===== config.mk =====
export PLATFORM = sky130hd
export DESIGN_NAME = asm_status_monitor_regs
export DESIGN_NICKNAME = d
export VERILOG_FILES = /design/src/logic/asm_pkg.sv /design/src/logic/asm_chan_mon.sv /design/src/logic/asm_status_monitor_regs.sv
export VERILOG_INCLUDE_DIRS = /design/src /design/src/logic
export SDC_FILE = /design/constraint.sdc
export NUM_CORES = 1
export LEC_CHECK = 0
export BUFFER_PORTS_ARGS = -buffer_cell sky130_fd_sc_hd__buf_2
export CAP_MARGIN = 20
export CELL_PAD_IN_SITES_DETAIL_PLACEMENT = 1
export CELL_PAD_IN_SITES_GLOBAL_PLACEMENT = 1
export CORE_AREA = 2 2 106 108
export CTS_CLUSTER_SIZE = 12
export DETAILED_ROUTE_END_ITERATION = 8
export DIE_AREA = 0 0 108 110
export HOLD_SLACK_MARGIN = 0.15
export PLACE_DENSITY = 0.75
export SKIP_LAST_GASP = 1
export SYNTH_ARGS = -nofsm -noshare
export SYNTH_HDL_FRONTEND = slang
export SYNTH_SLANG_ARGS = --single-unit

===== constraint.sdc =====
create_clock -name mclk -period 1 [get_ports mclk]
set_input_delay 0.2 -clock mclk [delete_from_list [all_inputs] [get_ports mclk]]
set_output_delay 0.2 -clock mclk [all_outputs]
set_load 0.02 [all_outputs]

===== src/logic/asm_consts.svh =====
// Offsets, field positions and reset values of the amplifier status monitor bank
`ifndef ASM_CONSTS_SVH
`define ASM_CONSTS_SVH

// ----------------------------------------------------------------
// Register offsets
// ----------------------------------------------------------------
`define ASM_OFF_CH0_FREQ_POWER 8'h60
`define ASM_OFF_CH0_PROTECT 8'h61
`define ASM_OFF_CH0_MOD_INDEX 8'h62
`define ASM_OFF_CH1_FREQ_POWER 8'h64
`define ASM_OFF_CH1_PROTECT 8'h65
`define ASM_OFF_CH1_MOD_INDEX 8'h66
`define ASM_OFF_FAULT_STICKY 8'h6D
`define ASM_OFF_OUTCFG_VIEW 8'h75
`define ASM_OFF_FAULT_LIVE 8'h7C

// ----------------------------------------------------------------
// Field positions
// ----------------------------------------------------------------
`define ASM_FP_FREQ_MSB 6
`define ASM_FP_FREQ_LSB 4
`define ASM_FP_POWER_MSB 1
`define ASM_FP_POWER_LSB 0
`define ASM_PS_MUTE_BIT 5
`define ASM_PS_CORE_GOOD_BIT 4
`define ASM_PS_POWER_GOOD_BIT 3
`define ASM_PS_FLYCAP_TWO_BIT 2
`define ASM_PS_FLYCAP_ONE_BIT 1
`define ASM_PS_OVERCURRENT_BIT 0
`define ASM_FAULT_FLYCAP_OV_BIT 0
`define ASM_FAULT_OVERCURRENT_BIT 1
`define ASM_FAULT_PLL_BIT 2
`define ASM_FAULT_UNDERVOLT_BIT 3
`define ASM_FAULT_OT_WARN_BIT 4
`define ASM_FAULT_OT_ERR_BIT 5
`define ASM_FAULT_LOW_IMP_BIT 6
`define ASM_FAULT_DC_BIT 7
`define ASM_OUTCFG_MSB 2

// ----------------------------------------------------------------
// Reset values
// ----------------------------------------------------------------
`define ASM_RST_BYTE 8'h00
`define ASM_RST_OUTCFG 3'h0

`endif


===== src/logic/asm_pkg.sv =====
// Types shared by the amplifier status monitor bank
package asm_pkg;

  typedef logic [7:0] asm_byte_t;
  typedef logic [2:0] asm_outcfg_t;

  typedef enum logic [3:0] {
    ASM_SEL_NONE = 4'h0,
    ASM_SEL_CH0_FREQ_POWER = 4'h1,
    ASM_SEL_CH0_PROTECT = 4'h2,
    ASM_SEL_CH0_MOD_INDEX = 4'h3,
    ASM_SEL_CH1_FREQ_POWER = 4'h4,
    ASM_SEL_CH1_PROTECT = 4'h5,
    ASM_SEL_CH1_MOD_INDEX = 4'h6,
    ASM_SEL_FAULT_STICKY = 4'h7,
    ASM_SEL_OUTCFG_VIEW = 4'h8,
    ASM_SEL_FAULT_LIVE = 4'h9
  } asm_reg_sel_t;

endpackage


===== src/logic/asm_chan_mon.sv =====
// Per-channel status capture: frequency/power, protection and modulation index bytes
`timescale 1ns/1ps
`include "asm_consts.svh"

module asm_chan_mon (
  input wire logic mclk,
  input wire logic resetn,
  input wire logic ce,
  input wire logic overcurrent_clear,
  input wire logic [2:0] chan_freq_setting,
  input wire logic [1:0] chan_power_setting,
  input wire logic chan_muted,
  input wire logic core_supply_good,
  input wire logic power_supply_good,
  input wire logic flycap_two_good,
  input wire logic flycap_one_good,
  input wire logic overcurrent_guard,
  input wire logic [7:0] chan_mod_index,
  output asm_pkg::asm_byte_t freq_power_reg,
  output asm_pkg::asm_byte_t protect_reg,
  output asm_pkg::asm_byte_t mod_index_reg
);
  import asm_pkg::*;

  asm_byte_t freq_power_next;
  asm_byte_t protect_next;
  logic overcurrent_seen_reg;
  logic overcurrent_seen_next;

  // ----------------------------------------------------------------
  // Next values
  // ----------------------------------------------------------------
  assign freq_power_next = {1'b0, chan_freq_setting, 2'b00, chan_power_setting};
  // Event latched until cleared; a new event in the clear cycle survives
  assign overcurrent_seen_next = overcurrent_guard | (overcurrent_seen_reg & ~overcurrent_clear);
  assign protect_next = {2'b00, chan_muted, core_supply_good, power_supply_good,
                         flycap_two_good, flycap_one_good, overcurrent_seen_next};

  // ----------------------------------------------------------------
  // State
  // ----------------------------------------------------------------
  always_ff @(posedge mclk or negedge resetn) begin
    if (!resetn) begin
      freq_power_reg <= `ASM_RST_BYTE;
      protect_reg <= `ASM_RST_BYTE;
      mod_index_reg <= `ASM_RST_BYTE;
      overcurrent_seen_reg <= 1'b0;
    end else if (ce) begin
      freq_power_reg <= freq_power_next;
      protect_reg <= protect_next;
      mod_index_reg <= chan_mod_index;
      overcurrent_seen_reg <= overcurrent_seen_next;
    end
  end

endmodule // asm_chan_mon


===== src/logic/asm_status_monitor_regs.sv =====
// Read-only status monitor register bank of a two-channel class-D amplifier
`timescale 1ns/1ps
`include "asm_consts.svh"

// Behaviour
// - Each channel reports its running frequency mode in status bits 6:4.
// - Each channel reports its running power mode in status bits 1:0.
// - Protection status bit 5 shows whether the channel is muted.
// - Bit 4 shows core supply good, bit 3 power-stage supply good.
// - Bit 2 shows second flying capacitor good, bit 1 the first.
// - Bit 0 is set once an over-current event occurred on the channel.
// - Live modulation index shown as 8-bit unsigned, zero to one onto 0..255.
// - Channel 1 registers mirror channel 0 layout four offsets higher.
// - Sticky fault record accumulates every triggered source; software clears it.
// - Both fault registers share one fixed eight-source bit order.
// - Live fault register follows each source: 0 normal, 1 while triggered.
// - Configuration view bits 2:0 show the sampled output-configuration select value.
module asm_status_monitor_regs (
  input wire logic mclk,
  input wire logic resetn,
  input wire logic ce,
  input wire logic [7:0] reg_addr,
  input wire logic reg_rd,
  input wire logic reg_wr,
  input wire asm_pkg::asm_byte_t reg_wdata,
  output asm_pkg::asm_byte_t reg_rdata,
  output logic reg_rd_ack,
  output logic reg_wr_ack,
  output logic reg_hit,
  input wire logic [2:0] ch0_freq_setting,
  input wire logic [1:0] ch0_power_setting,
  input wire logic ch0_muted,
  input wire logic ch0_core_supply_good,
  input wire logic ch0_power_supply_good,
  input wire logic ch0_flycap_two_good,
  input wire logic ch0_flycap_one_good,
  input wire logic ch0_overcurrent_guard,
  input wire logic [7:0] ch0_mod_index,
  input wire logic [2:0] ch1_freq_setting,
  input wire logic [1:0] ch1_power_setting,
  input wire logic ch1_muted,
  input wire logic ch1_core_supply_good,
  input wire logic ch1_power_supply_good,
  input wire logic ch1_flycap_two_good,
  input wire logic ch1_flycap_one_good,
  input wire logic ch1_overcurrent_guard,
  input wire logic [7:0] ch1_mod_index,
  input wire asm_pkg::asm_byte_t fault_source,
  input wire asm_pkg::asm_outcfg_t outcfg_select_pin,
  input wire logic fault_clear,
  output logic fault_live_any,
  output logic fault_sticky_any
);
  import asm_pkg::*;

  // ----------------------------------------------------------------
  // Address decode
  // ----------------------------------------------------------------
  // Shared by the read mux and the hit flag so both agree on the map
  function automatic asm_reg_sel_t reg_decode(input logic [7:0] addr);
    asm_reg_sel_t sel;
    sel = ASM_SEL_NONE;
    unique case (addr)
      `ASM_OFF_CH0_FREQ_POWER: sel = ASM_SEL_CH0_FREQ_POWER;
      `ASM_OFF_CH0_PROTECT: sel = ASM_SEL_CH0_PROTECT;
      `ASM_OFF_CH0_MOD_INDEX: sel = ASM_SEL_CH0_MOD_INDEX;
      `ASM_OFF_CH1_FREQ_POWER: sel = ASM_SEL_CH1_FREQ_POWER;
      `ASM_OFF_CH1_PROTECT: sel = ASM_SEL_CH1_PROTECT;
      `ASM_OFF_CH1_MOD_INDEX: sel = ASM_SEL_CH1_MOD_INDEX;
      `ASM_OFF_FAULT_STICKY: sel = ASM_SEL_FAULT_STICKY;
      `ASM_OFF_OUTCFG_VIEW: sel = ASM_SEL_OUTCFG_VIEW;
      `ASM_OFF_FAULT_LIVE: sel = ASM_SEL_FAULT_LIVE;
      default: sel = ASM_SEL_NONE;
    endcase
    return sel;
  endfunction

  // ----------------------------------------------------------------
  // Declarations
  // ----------------------------------------------------------------
  asm_byte_t ch0_freq_power;
  asm_byte_t ch0_protect;
  asm_byte_t ch0_mod_idx;
  asm_byte_t ch1_freq_power;
  asm_byte_t ch1_protect;
  asm_byte_t ch1_mod_idx;
  asm_byte_t fault_meta_reg;
  asm_byte_t fault_sync_reg;
  asm_byte_t fault_live_reg;
  asm_byte_t fault_live_next;
  asm_byte_t fault_sticky_reg;
  asm_byte_t fault_sticky_next;
  asm_outcfg_t outcfg_meta_reg;
  asm_outcfg_t outcfg_sync_reg;
  asm_outcfg_t outcfg_view_reg;
  asm_reg_sel_t rd_sel;
  asm_byte_t rd_mux;
  asm_byte_t reg_rdata_next;
  logic reg_hit_next;
  logic wr_ignored;

  // ----------------------------------------------------------------
  // Channel monitors
  // ----------------------------------------------------------------
  // Channel status comes from power-stage logic on mclk, so no synchroniser
  asm_chan_mon u_chan0 (
    .mclk(mclk),
    .resetn(resetn),
    .ce(ce),
    .overcurrent_clear(fault_clear),
    .chan_freq_setting(ch0_freq_setting),
    .chan_power_setting(ch0_power_setting),
    .chan_muted(ch0_muted),
    .core_supply_good(ch0_core_supply_good),
    .power_supply_good(ch0_power_supply_good),
    .flycap_two_good(ch0_flycap_two_good),
    .flycap_one_good(ch0_flycap_one_good),
    .overcurrent_guard(ch0_overcurrent_guard),
    .chan_mod_index(ch0_mod_index),
    .freq_power_reg(ch0_freq_power),
    .protect_reg(ch0_protect),
    .mod_index_reg(ch0_mod_idx)
  );

  asm_chan_mon u_chan1 (
    .mclk(mclk),
    .resetn(resetn),
    .ce(ce),
    .overcurrent_clear(fault_clear),
    .chan_freq_setting(ch1_freq_setting),
    .chan_power_setting(ch1_power_setting),
    .chan_muted(ch1_muted),
    .core_supply_good(ch1_core_supply_good),
    .power_supply_good(ch1_power_supply_good),
    .flycap_two_good(ch1_flycap_two_good),
    .flycap_one_good(ch1_flycap_one_good),
    .overcurrent_guard(ch1_overcurrent_guard),
    .chan_mod_index(ch1_mod_index),
    .freq_power_reg(ch1_freq_power),
    .protect_reg(ch1_protect),
    .mod_index_reg(ch1_mod_idx)
  );

  // ----------------------------------------------------------------
  // Fault source synchronisers
  // ----------------------------------------------------------------
  // Sources are independent comparator levels; per-bit skew of one
  // cycle is harmless because each bit is judged on its own
  genvar gi;
  generate
    for (gi = 0; gi < 8; gi = gi + 1) begin : g_fault_sync
      always_ff @(posedge mclk or negedge resetn) begin
        if (!resetn) begin
          fault_meta_reg[gi] <= 1'b0;
          fault_sync_reg[gi] <= 1'b0;
        end else if (ce) begin
          fault_meta_reg[gi] <= fault_source[gi];
          fault_sync_reg[gi] <= fault_meta_reg[gi];
        end
      end
    end
  endgenerate

  // ----------------------------------------------------------------
  // Output-configuration select synchronisers
  // ----------------------------------------------------------------
  // Select straps are static in use; a change mid-sample may show one
  // mixed code for a single cycle
  generate
    for (gi = 0; gi <= `ASM_OUTCFG_MSB; gi = gi + 1) begin : g_outcfg_sync
      always_ff @(posedge mclk or negedge resetn) begin
        if (!resetn) begin
          outcfg_meta_reg[gi] <= 1'b0;
          outcfg_sync_reg[gi] <= 1'b0;
        end else if (ce) begin
          outcfg_meta_reg[gi] <= outcfg_select_pin[gi];
          outcfg_sync_reg[gi] <= outcfg_meta_reg[gi];
        end
      end
    end
  endgenerate

  always_ff @(posedge mclk or negedge resetn) begin
    if (!resetn) begin
      outcfg_view_reg <= `ASM_RST_OUTCFG;
    end else if (ce) begin
      outcfg_view_reg <= outcfg_sync_reg;
    end
  end

  // ----------------------------------------------------------------
  // Live and sticky fault registers
  // ----------------------------------------------------------------
  // Bit order is carried straight from the source vector into both
  assign fault_live_next = fault_sync_reg;
  // Set wins over clear so an event in the clear cycle is never lost
  assign fault_sticky_next = fault_sync_reg | (fault_sticky_reg & ~{8{fault_clear}});

  always_ff @(posedge mclk or negedge resetn) begin
    if (!resetn) begin
      fault_live_reg <= `ASM_RST_BYTE;
      fault_sticky_reg <= `ASM_RST_BYTE;
    end else if (ce) begin
      fault_live_reg <= fault_live_next;
      fault_sticky_reg <= fault_sticky_next;
    end
  end

  assign fault_live_any = |fault_live_reg;
  assign fault_sticky_any = |fault_sticky_reg;

  // ----------------------------------------------------------------
  // Read mux
  // ----------------------------------------------------------------
  assign rd_sel = reg_decode(reg_addr);
  assign rd_mux =
    (rd_sel == ASM_SEL_CH0_FREQ_POWER) ? ch0_freq_power :
    (rd_sel == ASM_SEL_CH0_PROTECT) ? ch0_protect :
    (rd_sel == ASM_SEL_CH0_MOD_INDEX) ? ch0_mod_idx :
    (rd_sel == ASM_SEL_CH1_FREQ_POWER) ? ch1_freq_power :
    (rd_sel == ASM_SEL_CH1_PROTECT) ? ch1_protect :
    (rd_sel == ASM_SEL_CH1_MOD_INDEX) ? ch1_mod_idx :
    (rd_sel == ASM_SEL_FAULT_STICKY) ? fault_sticky_reg :
    (rd_sel == ASM_SEL_OUTCFG_VIEW) ? {5'h00, outcfg_view_reg} :
    (rd_sel == ASM_SEL_FAULT_LIVE) ? fault_live_reg :
    `ASM_RST_BYTE;

  // Unmapped reads return zero with the hit flag low
  assign reg_rdata_next = reg_rd ? rd_mux : reg_rdata;
  assign reg_hit_next = reg_rd ? (reg_decode(reg_addr) != ASM_SEL_NONE) : reg_hit;
  // Write data is dropped; the access is only acknowledged
  assign wr_ignored = reg_wr & ~reg_rd;

  // ----------------------------------------------------------------
  // Bus answer registers
  // ----------------------------------------------------------------
  // Reading touches no status state, so a read never clears the sticky record
  always_ff @(posedge mclk or negedge resetn) begin
    if (!resetn) begin
      reg_rdata <= `ASM_RST_BYTE;
      reg_hit <= 1'b0;
      reg_rd_ack <= 1'b0;
      reg_wr_ack <= 1'b0;
    end else if (ce) begin
      reg_rdata <= reg_rdata_next;
      reg_hit <= reg_hit_next;
      reg_rd_ack <= reg_rd;
      reg_wr_ack <= wr_ignored;
    end
  end

endmodule // asm_status_monitor_regs


Word-level counts from Yosys, hierarchy flattened
Cells that the tools add are included.

Register bits after elaboration: 92. Bits in latches: 0. Bits in writable memories: 0. ROM bits: 0. Input port bits: 71. Memories kept: 0.

$add $sub $neg: 0. $mul: 0. Div/mod/pow operators: 0. $lt $le $gt $ge: 0. Eq/ne operators: 18. Shifts and indexed selects: 0. Muxes and demuxes: 10. Bitwise logic cells: 10. Reduce and logical (&&, ||, !) cells: 4.

Operator list (count): == test 8 x 7 -> 1 bit (second input constant) (9); 2-to-1 mux 8 bit (9); one-hot mux 4 bit (9 select lines) (1); == test 4 x 3 -> 1 bit (second input constant) (4); OR reduction 8 bit (2); bitwise AND 8 bit (1); == test 4 x 2 -> 1 bit (second input constant) (2); == test 4 bit (second input constant) (2); inverter 8 bit (1); bitwise OR 8 bit (1); == test 4 x 1 -> 1 bit (second input constant) (1); nonzero test 4 bit (1); bitwise AND 1 bit (3); inverter 1 bit (2); bitwise OR 1 bit (2); AND reduction 2 bit (1).

Depth between registers and ports, before layout
Gate-level depths: netlist of run 1.

Depth in word-level cells: 12. Gate-level depth with buffers: 7. Mapped depth without buffers: 5.

Modules after synthesis
From an unflattened synthesis of run 1, not the netlist that was laid out.

Cell total of the unflattened synthesis: 373. Area, all modules: 4514.3 um^2.

By module, submodules not included: asm_status_monitor_regs (instances 1, cells each 277, area an instance 2855.2 um^2, seq. area each 1301.2 um^2); asm_chan_mon (instances 2, cells each 48, area an instance 829.5 um^2, seq. area each 475.5 um^2).

Worst setup path before layout of run 1
Ideal clock, no wire load.

Path type: input -> register. From: in reg_addr[7]. To: reg reg_rdata[1]. Setup time: 0.073 ns. Data arrival time: 1.244 ns. Required time: 0.927 ns. Setup slack: -0.317 ns. Stages on the path: 5. Path buffers: 0. Cells stage by stage: and4bb_4 and3_4 a22oi_1 a211o_1 a21oi_2.

Word-level cells in the longest chain between the ends: 12. Elaborated cells on any way between the ends: 28. Those cells by class: 18 x eq/ne; 10 x mux.

Ends and longest elaborated chain: start, declared (RTL line asm_status_monitor_regs.sv:22) `input wire logic [7:0] reg_addr,`; == test 8 x 7 -> 1 bit (RTL line asm_status_monitor_regs.sv:63) `unique case (addr)`; one-hot mux 4 bit (9 select lines) (*) (RTL line asm_status_monitor_regs.sv:63); == test 4 bit (RTL line asm_status_monitor_regs.sv:225) `(rd_sel == ASM_SEL_FAULT_LIVE) ? fault_live_reg :`; 2-to-1 mux 8 bit (no source line) (8 in a row); 2-to-1 mux 8 bit (no source line) (*); end signal, assigned (RTL line asm_status_monitor_regs.sv:240) `` reg_rdata <= `ASM_RST_BYTE; ``; end signal, assigned (RTL line asm_status_monitor_regs.sv:245) `reg_rdata <= reg_rdata_next;`; end, declared (RTL line asm_status_monitor_regs.sv:26) `output asm_pkg::asm_byte_t reg_rdata,`.

Mark *: on every way between the ends. The rest lies on a longest branch, timed or not. A chain may end at the register's enable or synchronous reset.

Final worst setup path of run 1
From: reg fault_live_reg[2]. To: out fault_live_any.

Word-level cells in the longest chain between the ends: 1.

Ends and longest elaborated chain: start, declared (RTL line asm_status_monitor_regs.sv:89) `asm_byte_t fault_live_reg;`; start signal, assigned (RTL line asm_status_monitor_regs.sv:201) `` fault_live_reg <= `ASM_RST_BYTE; ``; start signal, assigned (RTL line asm_status_monitor_regs.sv:204) `fault_live_reg <= fault_live_next;`; OR reduction 8 bit (RTL line asm_status_monitor_regs.sv:209) `assign fault_live_any = |fault_live_reg;`; end, declared (RTL line asm_status_monitor_regs.sv:51) `output logic fault_live_any,`.

Every way passes these cells.

==> results.json, run 1 <==
{
  "wl_mm": 13.4,
  "pre_cts_ws_ns": -0.581,
  "route.detailed.drc": 0,
  "violations": "setup timing",
  "fin_crit_ns": 1.55,
  "rsz0062_at_grt": "yes",
  "start_util_pct": 38.3,
  "endpoint": "fault_live_any",
  "cts_buffers": 9,
  "synth_fp_nets": 409,
  "clock_path_buffers": 2,
  "gp_congestion": 0.890,
  "synthTopCellsByArea": "dfrtp_1 (55%), mux2_2 (19%), a21oi_1 (2.8%), a22o_1 (2.6%), nand2_1 (2.0%)",
  "ys_types": 46,
  "insertedDiodeCount": 0,
  "whs_ns": 0.230,
  "outcome": "finished, violations left",
  "irDropWorstVdd_mv": 1.17,
  "cpPeakStageDelay_ns": 0.40,
  "fin_setup_tns_ns": -3.96,
  "via_per_inst": 5.26,
  "clkLatencyLatePin_ns": 0.38,
  "die_area_sq_mm": 0.0119,
  "ys.flop_type": "dfrtp_1",
  "path_max_fanout": 2,
  "power_mw": 8.85,
  "wl_per_cell_um": 19.8,
  "maxSlewViolCount": 0,
  "grt_usage_pct": 23.3,
  "grt_first_pass_wirelength_mm": 20.6,
  "cp_num_buf_inv": 1,
  "placementRows": 38,
  "multi_input_area_sq_mm": 0.00197,
  "worstPathCellList": "nor4_2 > nand2_1 > buf_2",
  "cts_tree": "yes",
  "cts.clk_slew.worst_paths_ns": 0.09,
  "regArea_sq_mm": 0.00225,
  "grt_pass1_vias": 3948,
  "ys_seq_area_share_pct": 55.0,
  "grt.overflow.total": 0,
  "fillers": 1109,
  "core_area_sq_mm": 0.0107,
  "power_density_mw_per_mm2": 1410,
  "syn_inst": 338,
  "required_ns": 0.80,
  "avgSynthCellArea_sq_um": 12.1,
  "min_path_type": "input pin to register",
  "finalSetupViolCount": 23,
  "startpoint_type": "register",
  "yosysMostFrequentCell": "dfrtp_1",
  "first_pass_iters": 4,
  "cp_slowest_cell": "dfrtp_1",
  "port_buffers": 75,
  "end_kind": "primary output",
  "slew_headroom_pct": 72.3,
  "max_freq_ghz": 0.647,
  "drv_cap": 0,
  "clock_sinks": 90,
  "r2r_cells": 6,
  "worstMarginPinSlew_ns": 0.413,
  "ant_nets": 0,
  "ys_warn_count": 0,
  "dp_hpwl_mm": 8.65,
  "post-route-util_pct": 58.6,
  "path_class": "register to primary output",
  "antenna_found_initial": 0,
  "worst_ep_arrival_time_ns": 1.35,
  "cp_top_family": "flip-flops",
  "area_growth_pct": 52.9,
  "r2r_start": "fault_live_reg[1]",
  "power_leakage_nw": 2.73,
  "ios": 84,
  "critPathLaunch": "fault_live_reg[2]",
  "vias": 3563,
  "grt_max_degree": 45,
  "cts_root_buf": "clkbuf_8",
  "fin_nets": 604,
  "die_y_um": 110,
  "yosysTopAreaCell": "dfrtp_1",
  "cp.depth": 3,
  "finalHoldViolations": 0,
  "synthArstFlopShare_pct": 100,
  "layout-drive-gt1-share_pct": 52.4,
  "layout_setup_ws_ns": -0.546,
  "htreeDepth": 3,
  "yosys.area.top_type_share_pct": 55.0,
  "synth-edff-count": 0,
  "r2r-end": "reg_rdata[1]",
  "die_width_um": 108,
  "rrSetupSlack_ns": -0.28,
  "finalCritPeriodShare_pct": 155,
  "synth_common_cells": "dfrtp_1 (90), mux2_2 (69), a21oi_1 (23), nand2_1 (22), o21ai_0 (15)",
  "drt_iter0_drc": 104,
  "finClkSkew_ns": 0.00842,
  "syn_area_sq_mm": 0.00410,
  "ys_ff_latch": 90
}
## power by group
part	internal [mW]	leakage [nW]	switching, mW
registers	4.08	1.07	0.347
logic	1.10	1.57	0.761
clock network	1.19	0.0979	1.38
## logic make-up (layout without fill, tap and decap cells)
kind of cell / count (synthesis) / after routing / synth area share [%]
buf+inv: 26 / 226 / 2.81
simple gates: 71 / 71 / 9.65
compound gates: 80 / 80 / 13.1
mux: 71 / 71 / 19.5
flops: 90 / 90 / 55.0
## through the flow
stage / instance area, sq um / instances
after detailed placement: 5110 / 594
after global routing: 6270 / 678
after global placement: 5110 / 594
after floorplan: 4190 / 338
final: 6270 / 678
after CTS: 6080 / 670
## placed cells by master, fill, tap and decap left out, types with 11 or more instances in the layout
| cell | count |
|---|---|
| a22o_1 | 12 |
| a21oi_2 | 11 |
| buf_2 | 58 |
| dlygate4sd3_1 | 51 |
| buf_6 | 18 |
| nand2_1 | 20 |
| buf_4 | 71 |
| a21oi_1 | 12 |
| dfrtp_1 | 90 |
| mux2_2 | 69 |
## cell type report
type                    instances  area share (%)
flip-flops and latches         90            35.9
multi-input cells             222            31.5
repair buffers                204            26.2
well taps                     140            2.80
clock buffers                  10            2.04
clock inverters                 6            1.16
inverters                       6           0.359
## worst min path at each step
stage / start / end / slack (ns) / cells after the start
2_1_floorplan: resetn / fault_live_next[0] / -0.1 / 0
3_3_place_gp: resetn / reg_wr_ack / 0.09 / 1
3_5_place_dp: resetn / reg_wr_ack / 0.1 / 1
4_1_cts: reg_rd / reg_wr_ack / 0.15 / 3
5_1_grt: reg_rd / reg_wr_ack / 0.22 / 3
6_report: reg_rd / reg_wr_ack / 0.23 / 3
## layer usage
layer / global-route usage, % / vias to the layer above / wire length, um
met4: 8.33 / 0 / 397
met5: 0 / - / 0
met1: 26.1 / 1794 / 5340
li1: - / 1646 / -
met2: 43.9 / 93 / 7190
met3: 4.41 / 30 / 479
## worst min-delay path, stage by stage
cell and delay, ns:
buf_2 0.12, nand3b_1 0.11, o21ai_0 0.11
## repair_timing
| action | CTS | global route |
|---|---|---|
| endpoints found under the hold margin | 140 | 0 |
| pin swaps | 17 | 14 |
| setup buffers | 9 | 9 |
| setup endpoints to repair | 22 | 22 |
| resized for setup | 48 | 27 |
| hold buffers | 51 | 0 |
(Power assumes the default switching activity.)
==> inputs of run 2 (changes only) <==
--- a/config.mk
+++ b/config.mk
@@ -11,11 +11,13 @@
 export CELL_PAD_IN_SITES_DETAIL_PLACEMENT = 1
 export CELL_PAD_IN_SITES_GLOBAL_PLACEMENT = 1
 export CORE_AREA = 2 2 106 108
+export CTS_CLUSTER_DIAMETER = 150
 export CTS_CLUSTER_SIZE = 12
 export DETAILED_ROUTE_END_ITERATION = 8
 export DIE_AREA = 0 0 108 110
 export HOLD_SLACK_MARGIN = 0.15
 export PLACE_DENSITY = 0.75
+export SETUP_SLACK_MARGIN = 0.15
 export SKIP_LAST_GASP = 1
 export SYNTH_ARGS = -nofsm -noshare
 export SYNTH_HDL_FRONTEND = slang
==> run 2 against run 1 <==
  * The run still ends with setup timing left
  * Maximum frequency down 5.4%
  * Register-to-register slack is essentially flat
  * Final area increased by 8.8%
==> results.json, run 2 (synthesized netlist as in run 1, its figures left out) <==
{
  "ant_nets": 0,
  "layout-drive-gt1-share_pct": 56.0,
  "r2r_cells": 5,
  "dp_cells": 615,
  "grt_use_met1_pct": 27.8,
  "cts_tree": "yes",
  "final_cell_mix": "dfrtp_1 (90), buf_4 (70), buf_2 (58)",
  "finalSetupViolCount": 25,
  "via_per_inst": 5.26,
  "cpPeakStageDelay_ns": 0.43,
  "max_freq_ghz": 0.612,
  "globalRouteMet2Util_pct": 48.8,
  "worstMarginPinSlew_ns": 0.443,
  "first_pass_iters": 4,
  "cp_slowest_cell": "dfrtp_1",
  "layout_setup_ws_ns": -0.634,
  "die_width_um": 108,
  "cts_root_buf": "clkbuf_8",
  "clkLatencyLatePin_ns": 0.39,
  "violations": "setup timing",
  "wl_mm": 14.9,
  "power_mw": 9.13,
  "ios": 84,
  "hold_path_depth": 3,
  "grt_first_pass_wirelength_mm": 22.7,
  "maxSlewViolCount": 0,
  "fin_setup_tns_ns": -4.28,
  "grt_usage_pct": 25.8,
  "die_area_sq_mm": 0.0119,
  "startpoint_type": "register",
  "slew_headroom_pct": 70.5,
  "cts_buffers": 9,
  "clock_sinks": 90,
  "worstPathCellList": "nor4_4 > nand2_1 > buf_6",
  "power_leakage_nw": 3.23,
  "grt_max_degree": 43,
  "wl_per_cell_um": 21.1,
  "outcome": "finished, violations left",
  "finalHoldViolations": 0,
  "vias": 3705,
  "drv_cap": 0,
  "worst_ep_arrival_time_ns": 1.43,
  "top_usage_layer": "met2",
  "start_util_pct": 38.3,
  "drt_iter0_drc": 123,
  "htreeDepth": 3,
  "area_growth_pct": 66.4,
  "route.detailed.drc": 0,
  "dp_hpwl_mm": 9.77,
  "clock_path_buffers": 2,
  "fin_cells": 704,
  "fin_crit_ns": 1.63,
  "power_density_mw_per_mm2": 1340,
  "end_kind": "primary output",
  "post-route-util_pct": 63.8,
  "die_y_um": 110,
  "multi_input_area_sq_mm": 0.00218,
  "finalCritPeriodShare_pct": 163,
  "core_area_sq_mm": 0.0107,
  "layout_commonest_cell": "dfrtp_1",
  "fillers": 1080,
  "finClkSkew_ns": 0.0142,
  "rsz0062_at_grt": "yes",
  "irDropWorstVdd_mv": 1.08,
  "rrSetupSlack_ns": -0.28,
  "fin_nets": 631,
  "path_max_fanout": 2,
  "min_path_type": "input pin to register",
  "path_class": "register to primary output",
  "grt_pass1_vias": 4272,
  "gr-usage-met3_pct": 5.82,
  "port_buffers": 75,
  "placementRows": 38,
  "gp_congestion": 0.911,
  "cts.clk_slew.worst_paths_ns": 0.10,
  "required_ns": 0.80,
  "regArea_sq_mm": 0.00225,
  "antenna_found_initial": 0,
  "insertedDiodeCount": 0,
  "grt.overflow.total": 0
}
==> run 2: worst paths after layout <==
check	to	startpoint
worst max-delay path	fault_sticky_any	fault_sticky_reg[0]
worst min-delay path	reg_wr_ack	ce
worst max register to register	reg_rdata[0]	fault_sticky_reg[0]
worst min register to register	u_chan0.freq_power_reg[5]	u_chan0.freq_power_reg[5]
max in group asynchronous	u_chan1.mod_index_reg[0]	resetn
min in group asynchronous	reg_wr_ack	resetn
==> run 2: worst max-delay path: cells and delay by family, from the launching register on <==
family / cells / cell delay (ns)
flip-flops: 1 / 0.43
AND/OR/NAND/NOR: 2 / 0.46
buffers and inverters: 1 / 0.16
==> run 2: metrics by stage <==
stage	hold WS, ns	area, sq um	worst slack [ns]
6_report	0.143	6820	-0.634
5_1_grt	0.164	6820	-0.703
4_1_cts	0.147	6510	-0.630
3_5_place_dp	0.0673	5480	-0.554
3_3_place_gp	0.0653	5480	-0.546
2_1_floorplan	-0.0956	4430	-0.296
==> run 2: repair_timing <==
item / in CTS / in global routing
hold endpoints to repair: 140 / 0
gates resized for setup: 63 / 64
buffers inserted: 13 / 10
setup endpoints to repair: 37 / 65
pin swaps: 27 / 16
hold buffers: 52 / 0
==> run 2: final cells by class <==
cell class                 instances  share of cell area, %
sequential                        90                   33.0
multi-input combinational        222                   32.0
timing repair buffer             231                   29.6
tap                              140                   2.57
clock buffer                      10                   2.02
clock inverter                     5                  0.459
inverter                           6                  0.330
==> run 2: per-layer routing <==
metal / part of all wire (%) / vias up
met5: 0 / -
li1: - / 1691
met2: 54 / 87
met4: 3.1 / 0
met3: 3.2 / 33
met1: 39 / 1894
==> run 2: power by group <==
| part | switching, mW | leakage (nW) | internal [mW] |
|---|---|---|---|
| clock | 1.32 | 0.0879 | 0.947 |
| combinational | 0.892 | 2.08 | 1.49 |
| sequential | 0.398 | 1.07 | 4.08 |
